### src/design/failsafe_sensor_defs.vh
`ifndef FAILSAFE_SENSOR_DEFS_VH
`define FAILSAFE_SENSOR_DEFS_VH

// ----------------------------------------------------------------------
// Register offsets
// ----------------------------------------------------------------------
`define REG_CONTROL       8'h00
`define REG_CONFIG        8'h04
`define REG_STATUS        8'h08
`define REG_IRQ_STATUS    8'h0c
`define REG_IRQ_MASK      8'h10
`define REG_PERIOD        8'h14

// ----------------------------------------------------------------------
// Field positions
// ----------------------------------------------------------------------
`define CTRL_ENABLE_BIT   0
`define CTRL_INIT_BIT     1
`define CFG_CHAN_LSB      0
`define CFG_CHAN_MSB      7
`define CFG_USE_A_BIT     8
`define CFG_USE_B_BIT     9
`define ST_SAFE_ON_BIT    0
`define ST_ERROR_BIT      1
`define ST_CONFIGURED_BIT 2
`define ST_ACTIVE_BIT     3
`define IRQ_ERROR_BIT     0
`define IRQ_RECOVER_BIT   1

// ----------------------------------------------------------------------
// Reset values and timing
// ----------------------------------------------------------------------
`define CONFIG_RESET      10'h100
`define IRQ_MASK_RESET    2'h0
`define PERIOD_RESET      16'h0032
`define TEST_PATTERN      8'h4d
`define RESP_OKAY         2'h0
`define RESP_SLVERR       2'h2

`endif

### src/design/pattern_checker.v
`timescale 1ns/1ps
module pattern_checker #(
	parameter PAT_W = 8
) (
	// Clock and reset
	input  wire             i_clk,
	input  wire             i_arst_n,
	// Control
	input  wire             i_run,
	input  wire             i_step,
	input  wire [PAT_W-1:0] i_pattern,
	input  wire             i_sample,
	// Result
	output reg              o_tx,
	output reg              o_done,
	output reg              o_match
);
	reg [PAT_W-1:0] idx_reg;
	reg             bad_reg;
	reg [PAT_W-1:0] exp_reg;

	// ------------------------------------------------------------------
	// Drive pattern, compare echo one step later
	// ------------------------------------------------------------------
	always @(posedge i_clk or negedge i_arst_n) begin
		if (!i_arst_n) begin
			idx_reg <= {PAT_W{1'b0}};
			bad_reg <= 1'b0;
			exp_reg <= {PAT_W{1'b0}};
			o_tx    <= 1'b0;
			o_done  <= 1'b0;
			o_match <= 1'b0;
		end else if (!i_run) begin
			idx_reg <= {PAT_W{1'b0}};
			bad_reg <= 1'b0;
			o_tx    <= 1'b0;
			o_done  <= 1'b0;
		end else if (i_step) begin
			o_tx    <= i_pattern[idx_reg[2:0]];
			exp_reg <= {exp_reg[PAT_W-2:0], i_pattern[idx_reg[2:0]]};
			if (idx_reg != {PAT_W{1'b0}} && i_sample != exp_reg[0])
				bad_reg <= 1'b1;
			if (idx_reg == PAT_W[PAT_W-1:0]) begin
				o_done  <= 1'b1;
				o_match <= !bad_reg && (i_sample == exp_reg[0]);
				idx_reg <= {PAT_W{1'b0}};
				bad_reg <= 1'b0;
			end else begin
				o_done  <= 1'b0;
				idx_reg <= idx_reg + 1'b1;
			end
		end else begin
			o_done <= 1'b0;
		end
	end
endmodule

### src/design/clocked_failsafe_sensor_check.v
// The register addresses and the AXI4-Lite slave port were left to the implementer.
`timescale 1ns/1ps
`include "failsafe_sensor_defs.vh"
module clocked_failsafe_sensor_check #(
	parameter HAS_CLOCK_B = 1,
	parameter PAT_W       = 8
) (
	// Clock and reset
	input  wire        i_clk,
	input  wire        i_arst_n,
	// AXI4-Lite write address
	input  wire [7:0]  i_awaddr,
	input  wire        i_awvalid,
	output reg         o_awready,
	// AXI4-Lite write data
	input  wire [31:0] i_wdata,
	input  wire [3:0]  i_wstrb,
	input  wire        i_wvalid,
	output reg         o_wready,
	// AXI4-Lite write response
	output reg  [1:0]  o_bresp,
	output reg         o_bvalid,
	input  wire        i_bready,
	// AXI4-Lite read address
	input  wire [7:0]  i_araddr,
	input  wire        i_arvalid,
	output reg         o_arready,
	// AXI4-Lite read data
	output reg  [31:0] o_rdata,
	output reg  [1:0]  o_rresp,
	output reg         o_rvalid,
	input  wire        i_rready,
	// Sensor pins
	input  wire [3:0]  i_sensor_in,
	output reg         o_test_clock_out_a,
	output reg         o_test_clock_out_b,
	// Results
	output reg         o_safe_on,
	output reg         o_error,
	output reg         o_irq
);
	// ------------------------------------------------------------------
	// State
	// ------------------------------------------------------------------
	localparam ST_IDLE = 3'b001;
	localparam ST_RUN  = 3'b010;
	localparam ST_OFF  = 3'b100;

	reg [2:0]  state_reg;
	reg        enable_reg;
	reg        init_seen_reg;
	reg [9:0]  config_reg;
	reg [1:0]  chan_reg;
	reg        use_a_reg;
	reg        use_b_reg;
	reg        configured_reg;
	reg [15:0] period_reg;
	reg [15:0] tick_reg;
	reg        step_reg;
	reg [1:0]  irq_stat_reg;
	reg [1:0]  irq_mask_reg;
	reg        aw_hold_reg;
	reg [7:0]  aw_addr_reg;
	reg        w_hold_reg;
	reg [31:0] w_data_reg;
	reg [3:0]  w_strb_reg;

	wire       tx;
	wire       done;
	wire       match;
	wire       run;
	wire       sample;
	wire       do_write;
	wire       init_pulse;
	wire       err_event;
	wire       rec_event;
	wire       irq_clear_err;
	wire       irq_clear_rec;

	wire [31:0] cfg_merged;
	wire [31:0] per_merged;
	wire [15:0] period_eff;

	// ------------------------------------------------------------------
	// Helpers
	// ------------------------------------------------------------------
	function [31:0] merge;
		input [31:0] old;
		input [31:0] data;
		input [3:0]  strb;
		integer k;
		begin
			merge = old;
			for (k = 0; k < 4; k = k + 1)
				if (strb[k])
					merge[k*8 +: 8] = data[k*8 +: 8];
		end
	endfunction

	function wr_hit;
		input [7:0]   addr;
		input integer pos;
		begin
			wr_hit = aw_addr_reg == addr && w_strb_reg[0] &&
				w_data_reg[pos];
		end
	endfunction

	// ------------------------------------------------------------------
	// Write channel
	// ------------------------------------------------------------------
	assign do_write = aw_hold_reg && w_hold_reg && !o_bvalid;
	assign init_pulse = do_write && wr_hit(`REG_CONTROL, `CTRL_INIT_BIT);
	assign irq_clear_err = do_write &&
		wr_hit(`REG_IRQ_STATUS, `IRQ_ERROR_BIT);
	assign irq_clear_rec = do_write &&
		wr_hit(`REG_IRQ_STATUS, `IRQ_RECOVER_BIT);
	assign cfg_merged = merge({22'h0, config_reg}, w_data_reg,
		w_strb_reg);
	assign per_merged = merge({16'h0, period_reg}, w_data_reg,
		w_strb_reg);

	always @(posedge i_clk or negedge i_arst_n) begin
		if (!i_arst_n) begin
			aw_hold_reg  <= 1'b0;
			aw_addr_reg  <= 8'h00;
			w_hold_reg   <= 1'b0;
			w_data_reg   <= 32'h00000000;
			w_strb_reg   <= 4'h0;
			o_awready    <= 1'b0;
			o_wready     <= 1'b0;
			o_bvalid     <= 1'b0;
			o_bresp      <= `RESP_OKAY;
			enable_reg   <= 1'b0;
			config_reg   <= `CONFIG_RESET;
			irq_mask_reg <= `IRQ_MASK_RESET;
			period_reg   <= `PERIOD_RESET;
		end else begin
			o_awready <= !aw_hold_reg && !o_awready && i_awvalid;
			o_wready  <= !w_hold_reg && !o_wready && i_wvalid;
			if (o_awready && i_awvalid) begin
				aw_hold_reg <= 1'b1;
				aw_addr_reg <= i_awaddr;
			end
			if (o_wready && i_wvalid) begin
				w_hold_reg <= 1'b1;
				w_data_reg <= i_wdata;
				w_strb_reg <= i_wstrb;
			end
			if (o_bvalid && i_bready)
				o_bvalid <= 1'b0;
			if (do_write) begin
				aw_hold_reg <= 1'b0;
				w_hold_reg  <= 1'b0;
				o_bvalid    <= 1'b1;
				o_bresp     <= `RESP_OKAY;
				case (aw_addr_reg)
				`REG_CONTROL: begin
					if (w_strb_reg[0])
						enable_reg <= w_data_reg[`CTRL_ENABLE_BIT];
				end
				`REG_CONFIG: begin
					config_reg <= cfg_merged[9:0];
				end
				`REG_IRQ_MASK: begin
					if (w_strb_reg[0])
						irq_mask_reg <= w_data_reg[1:0];
				end
				`REG_PERIOD: begin
					period_reg <= per_merged[15:0];
				end
				`REG_IRQ_STATUS: begin
				end
				default: begin
					o_bresp <= `RESP_SLVERR;
				end
				endcase
			end
		end
	end

	// ------------------------------------------------------------------
	// Read channel
	// ------------------------------------------------------------------
	always @(posedge i_clk or negedge i_arst_n) begin
		if (!i_arst_n) begin
			o_arready <= 1'b0;
			o_rvalid  <= 1'b0;
			o_rdata   <= 32'h00000000;
			o_rresp   <= `RESP_OKAY;
		end else begin
			o_arready <= !o_arready && !o_rvalid && i_arvalid;
			if (o_rvalid && i_rready)
				o_rvalid <= 1'b0;
			if (o_arready && i_arvalid) begin
				o_rvalid <= 1'b1;
				o_rresp  <= `RESP_OKAY;
				case (i_araddr)
				`REG_CONTROL:    o_rdata <= {31'h0, enable_reg};
				`REG_CONFIG:     o_rdata <= {22'h0, config_reg};
				`REG_STATUS:     o_rdata <= {28'h0, run,
					configured_reg, o_error, o_safe_on};
				`REG_IRQ_STATUS: o_rdata <= {30'h0, irq_stat_reg};
				`REG_IRQ_MASK:   o_rdata <= {30'h0, irq_mask_reg};
				`REG_PERIOD:     o_rdata <= {16'h0, period_reg};
				default: begin
					o_rdata <= 32'h00000000;
					o_rresp <= `RESP_SLVERR;
				end
				endcase
			end
		end
	end

	// ------------------------------------------------------------------
	// Configuration capture at init
	// ------------------------------------------------------------------
	always @(posedge i_clk or negedge i_arst_n) begin
		if (!i_arst_n) begin
			init_seen_reg  <= 1'b0;
			configured_reg <= 1'b0;
			chan_reg       <= 2'h0;
			use_a_reg      <= 1'b0;
			use_b_reg      <= 1'b0;
		end else if (init_pulse && !init_seen_reg) begin
			init_seen_reg  <= 1'b1;
			chan_reg       <= config_reg[1:0];
			use_a_reg      <= config_reg[`CFG_USE_A_BIT];
			use_b_reg      <= config_reg[`CFG_USE_B_BIT] &&
				(HAS_CLOCK_B != 0);
			configured_reg <= config_reg[`CFG_CHAN_MSB:2] == 6'h00 &&
				(config_reg[`CFG_USE_A_BIT] ^
				(config_reg[`CFG_USE_B_BIT] && HAS_CLOCK_B != 0));
		end
	end

	// ------------------------------------------------------------------
	// Evaluation pacing
	// ------------------------------------------------------------------
	assign run = enable_reg && configured_reg;
	assign sample = i_sensor_in[chan_reg];
	// Floor of one: echo returns two cycles after a step
	assign period_eff = (period_reg == 16'h0000) ? 16'h0001 : period_reg;

	always @(posedge i_clk or negedge i_arst_n) begin
		if (!i_arst_n) begin
			tick_reg <= 16'h0000;
			step_reg <= 1'b0;
		end else if (!run || tick_reg == 16'h0000) begin
			tick_reg <= period_eff;
			step_reg <= run;
		end else begin
			tick_reg <= tick_reg - 16'h0001;
			step_reg <= 1'b0;
		end
	end

	pattern_checker #(
		.PAT_W     (PAT_W)
	) u_check (
		.i_clk     (i_clk),
		.i_arst_n  (i_arst_n),
		.i_run     (run),
		.i_step    (step_reg),
		.i_pattern (`TEST_PATTERN),
		.i_sample  (sample),
		.o_tx      (tx),
		.o_done    (done),
		.o_match   (match)
	);

	// ------------------------------------------------------------------
	// Result state machine
	// ------------------------------------------------------------------
	always @(posedge i_clk or negedge i_arst_n) begin
		if (!i_arst_n) begin
			state_reg          <= ST_IDLE;
			o_safe_on          <= 1'b0;
			o_error            <= 1'b0;
			o_test_clock_out_a <= 1'b0;
			o_test_clock_out_b <= 1'b0;
		end else begin
			o_test_clock_out_a <= run && use_a_reg && tx;
			o_test_clock_out_b <= run && use_b_reg && tx;
			case (state_reg)
			ST_IDLE: begin
				o_safe_on <= 1'b0;
				o_error   <= 1'b0;
				if (run)
					state_reg <= ST_OFF;
			end
			ST_RUN, ST_OFF: begin
				if (!run) begin
					state_reg <= ST_IDLE;
					o_safe_on <= 1'b0;
					o_error   <= 1'b0;
				end else if (done && match) begin
					state_reg <= ST_RUN;
					o_safe_on <= 1'b1;
					o_error   <= 1'b0;
				end else if (done) begin
					state_reg <= ST_OFF;
					o_safe_on <= 1'b0;
					o_error   <= 1'b1;
				end
			end
			default: begin
				state_reg <= ST_IDLE;
				o_safe_on <= 1'b0;
				o_error   <= 1'b0;
			end
			endcase
		end
	end

	// ------------------------------------------------------------------
	// Interrupts
	// ------------------------------------------------------------------
	assign err_event = done && run && !match;
	assign rec_event = done && run && match && state_reg == ST_OFF &&
		o_error;

	always @(posedge i_clk or negedge i_arst_n) begin
		if (!i_arst_n) begin
			irq_stat_reg <= 2'h0;
			o_irq        <= 1'b0;
		end else begin
			irq_stat_reg[0] <= err_event ||
				(irq_stat_reg[0] && !irq_clear_err);
			irq_stat_reg[1] <= rec_event ||
				(irq_stat_reg[1] && !irq_clear_rec);
			o_irq <= |(irq_stat_reg & irq_mask_reg);
		end
	end
endmodule

### config.mk
export PLATFORM = sky130hd
export DESIGN_NAME = clocked_failsafe_sensor_check
export DESIGN_NICKNAME = d
export VERILOG_FILES = /design/src/design/pattern_checker.v /design/src/design/clocked_failsafe_sensor_check.v
export VERILOG_INCLUDE_DIRS = /design/src /design/src/design
export SDC_FILE = /design/constraint.sdc
export NUM_CORES = 1
export LEC_CHECK = 0
export BUFFER_PORTS_ARGS = -buffer_cell sky130_fd_sc_hd__buf_2
export CAP_MARGIN = 20
export CORE_MARGIN = 4
export CORE_UTILIZATION = 32
export CTS_CLUSTER_DIAMETER = 80
export DETAILED_ROUTE_END_ITERATION = 6
export MAX_ROUTING_LAYER = met4
export SETUP_SLACK_MARGIN = 0.5
export SYNTH_ARGS = -nofsm -noshare
export SYNTH_HDL_FRONTEND = slang
export SYNTH_SLANG_ARGS = --single-unit
### constraint.sdc
create_clock -name i_clk -period 5.5 [get_ports i_clk]
set_input_delay 0.275 -clock i_clk [delete_from_list [all_inputs] [get_ports i_clk]]
set_output_delay 0.275 -clock i_clk [all_outputs]
set_load 0.02 [all_outputs]
==> load_flow_metrics.sql <==
INSERT INTO impl_metrics (metric_group, metric, value, unit) VALUES
('routing', 'dr.first_iter.drc_count', '170', ''),
('floorplanning', 'i_o_pins', '109', ''),
('clock_network', 'maximum_count_of_clock_buffers_along_a_single_path', '2', ''),
('yosys', 'yosysTopAreaCellShare', '53.5', '%'),
('routing', 'wl_per_cell', '15.7', 'um'),
('critical_path', 'slowest_cell_on_crit_path', 'o31a_1', ''),
('critical_path', 'timing.critical_path.max_delay_family', 'compound AO/OA/AOI/OAI gates', ''),
('grt', 'first_global_vias', '4091', ''),
('clock_network', 'source_to_sink_clock_delay_at_the_later_pin_of_the_worst_skew_pair', '420', 'ps'),
('power', 'total_leakage_power', '0.00319', 'uW'),
('critical_path', 'critical_path_class', 'flip-flop to flip-flop', ''),
('clock_network', 'ctsResizeCount', '0', ''),
('timing', 'timing.final.setup_violations', '0', ''),
('yosys', 'dominantRegCellSynth', 'dfrtp_1', ''),
('power', 'power.density', '403', 'mW/mm^2'),
('routing', 'antenna_left', '0', ''),
('critical_path', 'max_stage_delay_on_crit_path', '680', 'ps'),
('clock_network', 'postCtsHoldBufs', '0', ''),
('grt', 'number_of_antenna_violations_at_the_first_check_in_global_routing', '0', ''),
('yosys', 'yosys_register_bits', '126', ''),
('floorplanning', 'start_util', '32.7', '%'),
('placed_design', 'half_perimeter_wire_length_of_the_detailed_placement_result', '9.01', 'mm'),
('timing', 'final.hold.worst_slack', '-21.7', 'ps'),
('timing', 'total_negative_setup_slacks', '0', 'ps'),
('grt', 'first_pass_grt_wire_length', '21.0', 'mm'),
('critical_path', 'timing.critical_path.required', '5760', 'ps'),
('routing', 'vias_per_cell', '4.85', ''),
('finish', 'ant_diodes', '0', ''),
('finish', 'design.final.nets', '625', ''),
('timing', 'report.final.slew_viol_count', '0', ''),
('run_status', 'outcome', 'finished, violations left', ''),
('timing', 'achievable_frequency', '371', 'MHz'),
('clock_network', 'ctsHtreeMaxLevel', '4', ''),
('yosys', 'post_synth_edffs', '0', ''),
('critical_path', 'start_kind', 'flip-flop', ''),
('finish', 'synthToLayoutAreaGrowth', '19.5', '%'),
('yosys', 'post-synth-top-area-cell', 'dfrtp_1', ''),
('clock_network', 'worst_setup_hold_path_clk_slew', '50', 'ps'),
('timing', 'post-route-period-util', '48.9', '%'),
('floorplanning', 'die_w', '141', 'um'),
('critical_path', 'worst_path_cell_trace', 'inv_1, ha_1, nor3b_1, nand3b_1, o31a_1, a311oi_1, a21oi_1', ''),
('hold_path', 'hp-class', 'input port to asynchronous set/reset pin', ''),
('timing', 'fin_worst_skew', '13.1', 'ps'),
('routing', 'remaining_drc_errors', '0', ''),
('grt', 'track_usage', '13.8', '%'),
('clock_network', 'cts_made_buffers', '17', ''),
('yosys', 'proportion_of_synthesized_flip_flops_having_asynchronous_set_or_reset', '100', '%'),
('power', 'vdd.ir_drop.worst', '0.236', 'mV'),
('finish', 'layout-drive-gt1-share', '30.2', '%'),
('timing', 'max_slew_margin', '37.1', '%'),
('yosys', 'total_standard_cell_area_after_synthesis', '0.00566', 'mm^2'),
('placed_design', 'gp_congestion', '0.753', ''),
('yosys', 'post_synth_main_area_contributors', 'dfrtp_1 (54%), mux2_2 (11%), buf_4 (2.4%)', ''),
('routing', 'detailroute.via_count', '3851', ''),
('critical_path', 'critPathMaxFanout', '27', ''),
('timing', 'report.final.hold_viol_count', '14', ''),
('timing', 'grt_setup_unrepaired', 'no', ''),
('grt', 'grt_max_degree', '73', ''),
('routing', 'drt_first_pass_iters', '4', ''),
('clock_network', 'clock-sinks', '126', ''),
('flow_run', 'max_cap_violations', '0', ''),
('run_status', 'violations', 'negative hold slack', ''),
('clock_network', 'tritoncts', 'yes', ''),
('floorplanning', 'die_height', '141', 'um'),
('critical_path', 'worstPathBufferInverterCount', '1', ''),
('clock_network', 'root_buffer', 'clkbuf_16', ''),
('power', 'design_power_total', '2730', 'uW'),
('yosys', 'ys_seq_area_share', '55.9', '%'),
('yosys', 'yosysUniqueCellTypes', '53', ''),
('critical_path', 'critPathArrivalTime', '2950', 'ps'),
('yosys', 'cells_after_synth', '480', '');
-- through the flow --
step	instances	setup slack [ps]	instance area (um^2)	hold slack [ps]
2_1_floorplan	497	3310	5720	-20.6
3_3_place_gp	763	2890	6160	439
3_5_place_dp	763	2870	6160	452
4_1_cts	794	2850	6760	13.0
5_1_grt	794	2560	6760	33.3
6_report	794	2810	6760	-21.7
-- worst register-to-register path: stages (launching register included) --
cell	delay, ps
dfrtp_1	400
inv_1	70
ha_1	170
nor3b_1	420
nand3b_1	340
o31a_1	680
a311oi_1	380
a21oi_1	70
-- final timing paths --
path	cells after the start	slack, ps	startpoint	to
worst max register to register	7	2810	tick_reg[0]	tick_reg[0]
worst min register to register	1	450	o_awready	o_awready
min in group i_clk	2	30	i_bready	o_bvalid
worst max-delay path	7	2810	tick_reg[0]	tick_reg[0]
max in group asynchronous	2	4220	i_arst_n	chan_reg[0]
worst min-delay path	1	-20	i_arst_n	o_rdata[15]
-- power breakdown --
group	switching, uW	internal, uW	total, uW
sequential	128	1080	1210
combinational	190	199	389
clock	397	733	1130
total	715	2010	2730
-- kinds of logic (layout without fill, tap and decap cells) --
group / Yosys count / in the layout / share of synthesized area [%]
simple gates: 132 / 132 / 12.6
flops: 126 / 126 / 55.9
compound gates: 75 / 75 / 8.12
mux: 73 / 73 / 14.5
buf+inv: 49 / 121 / 4.89
xor+xnor: 19 / 19 / 2.94
fa+ha+maj: 5 / 5 / 1.11
other cells: 1 / 18 / 0.0663
-- synth_stat cells (all sizes together), types with 3 or more instances --
master / instances
o21ai: 22
ha: 5
a22o: 7
nor2b: 5
nand3: 3
o211ai: 3
dfrtp: 121
a31oi: 6
nand4: 9
and3: 4
clkbuf: 9
or4: 7
mux2i: 12
nor3b: 5
xnor2: 11
dfstp: 5
a21oi: 23
inv: 16
a21boi: 3
nor3: 6
nand2: 33
nor4: 8
mux2: 60
buf: 24
nand2b: 5
nor2: 35
xor2: 8
nand3b: 3
-- routing by layer --
| layer | GRT usage (%) | vias to the layer above | wire length (um) |
|---|---|---|---|
| met4 | 5.92 | 0 | 349 |
| li1 | - | 1833 | - |
| met5 | - | - | 0 |
| met3 | 3.43 | 20 | 496 |
| met2 | 22.1 | 87 | 6150 |
| met1 | 16.7 | 1911 | 5490 |
-- cell usage in the layout (no fill, tap or decap), drive strengths merged, types with 9 or more instances in the layout --
cell type	instances
buf	74
nor2	35
conb	18
nand4	9
dfrtp	121
a21oi	23
inv	17
mux2	60
xnor2	11
mux2i	12
clkbuf	21
o21ai	22
nand2	33
-- area by class of cell --
| class | instances | area, um^2 |
|---|---|---|
| inverter | 16 | 60.1 |
| timing repair buffer | 74 | 378 |
| fill | 1676 | 10500 |
| sequential | 126 | 3160 |
| tap | 225 | 282 |
| multi-input combinational | 322 | 2280 |
| clock inverter | 10 | 138 |
| clock buffer | 21 | 460 |
Power figures use the tool's default switching activity.
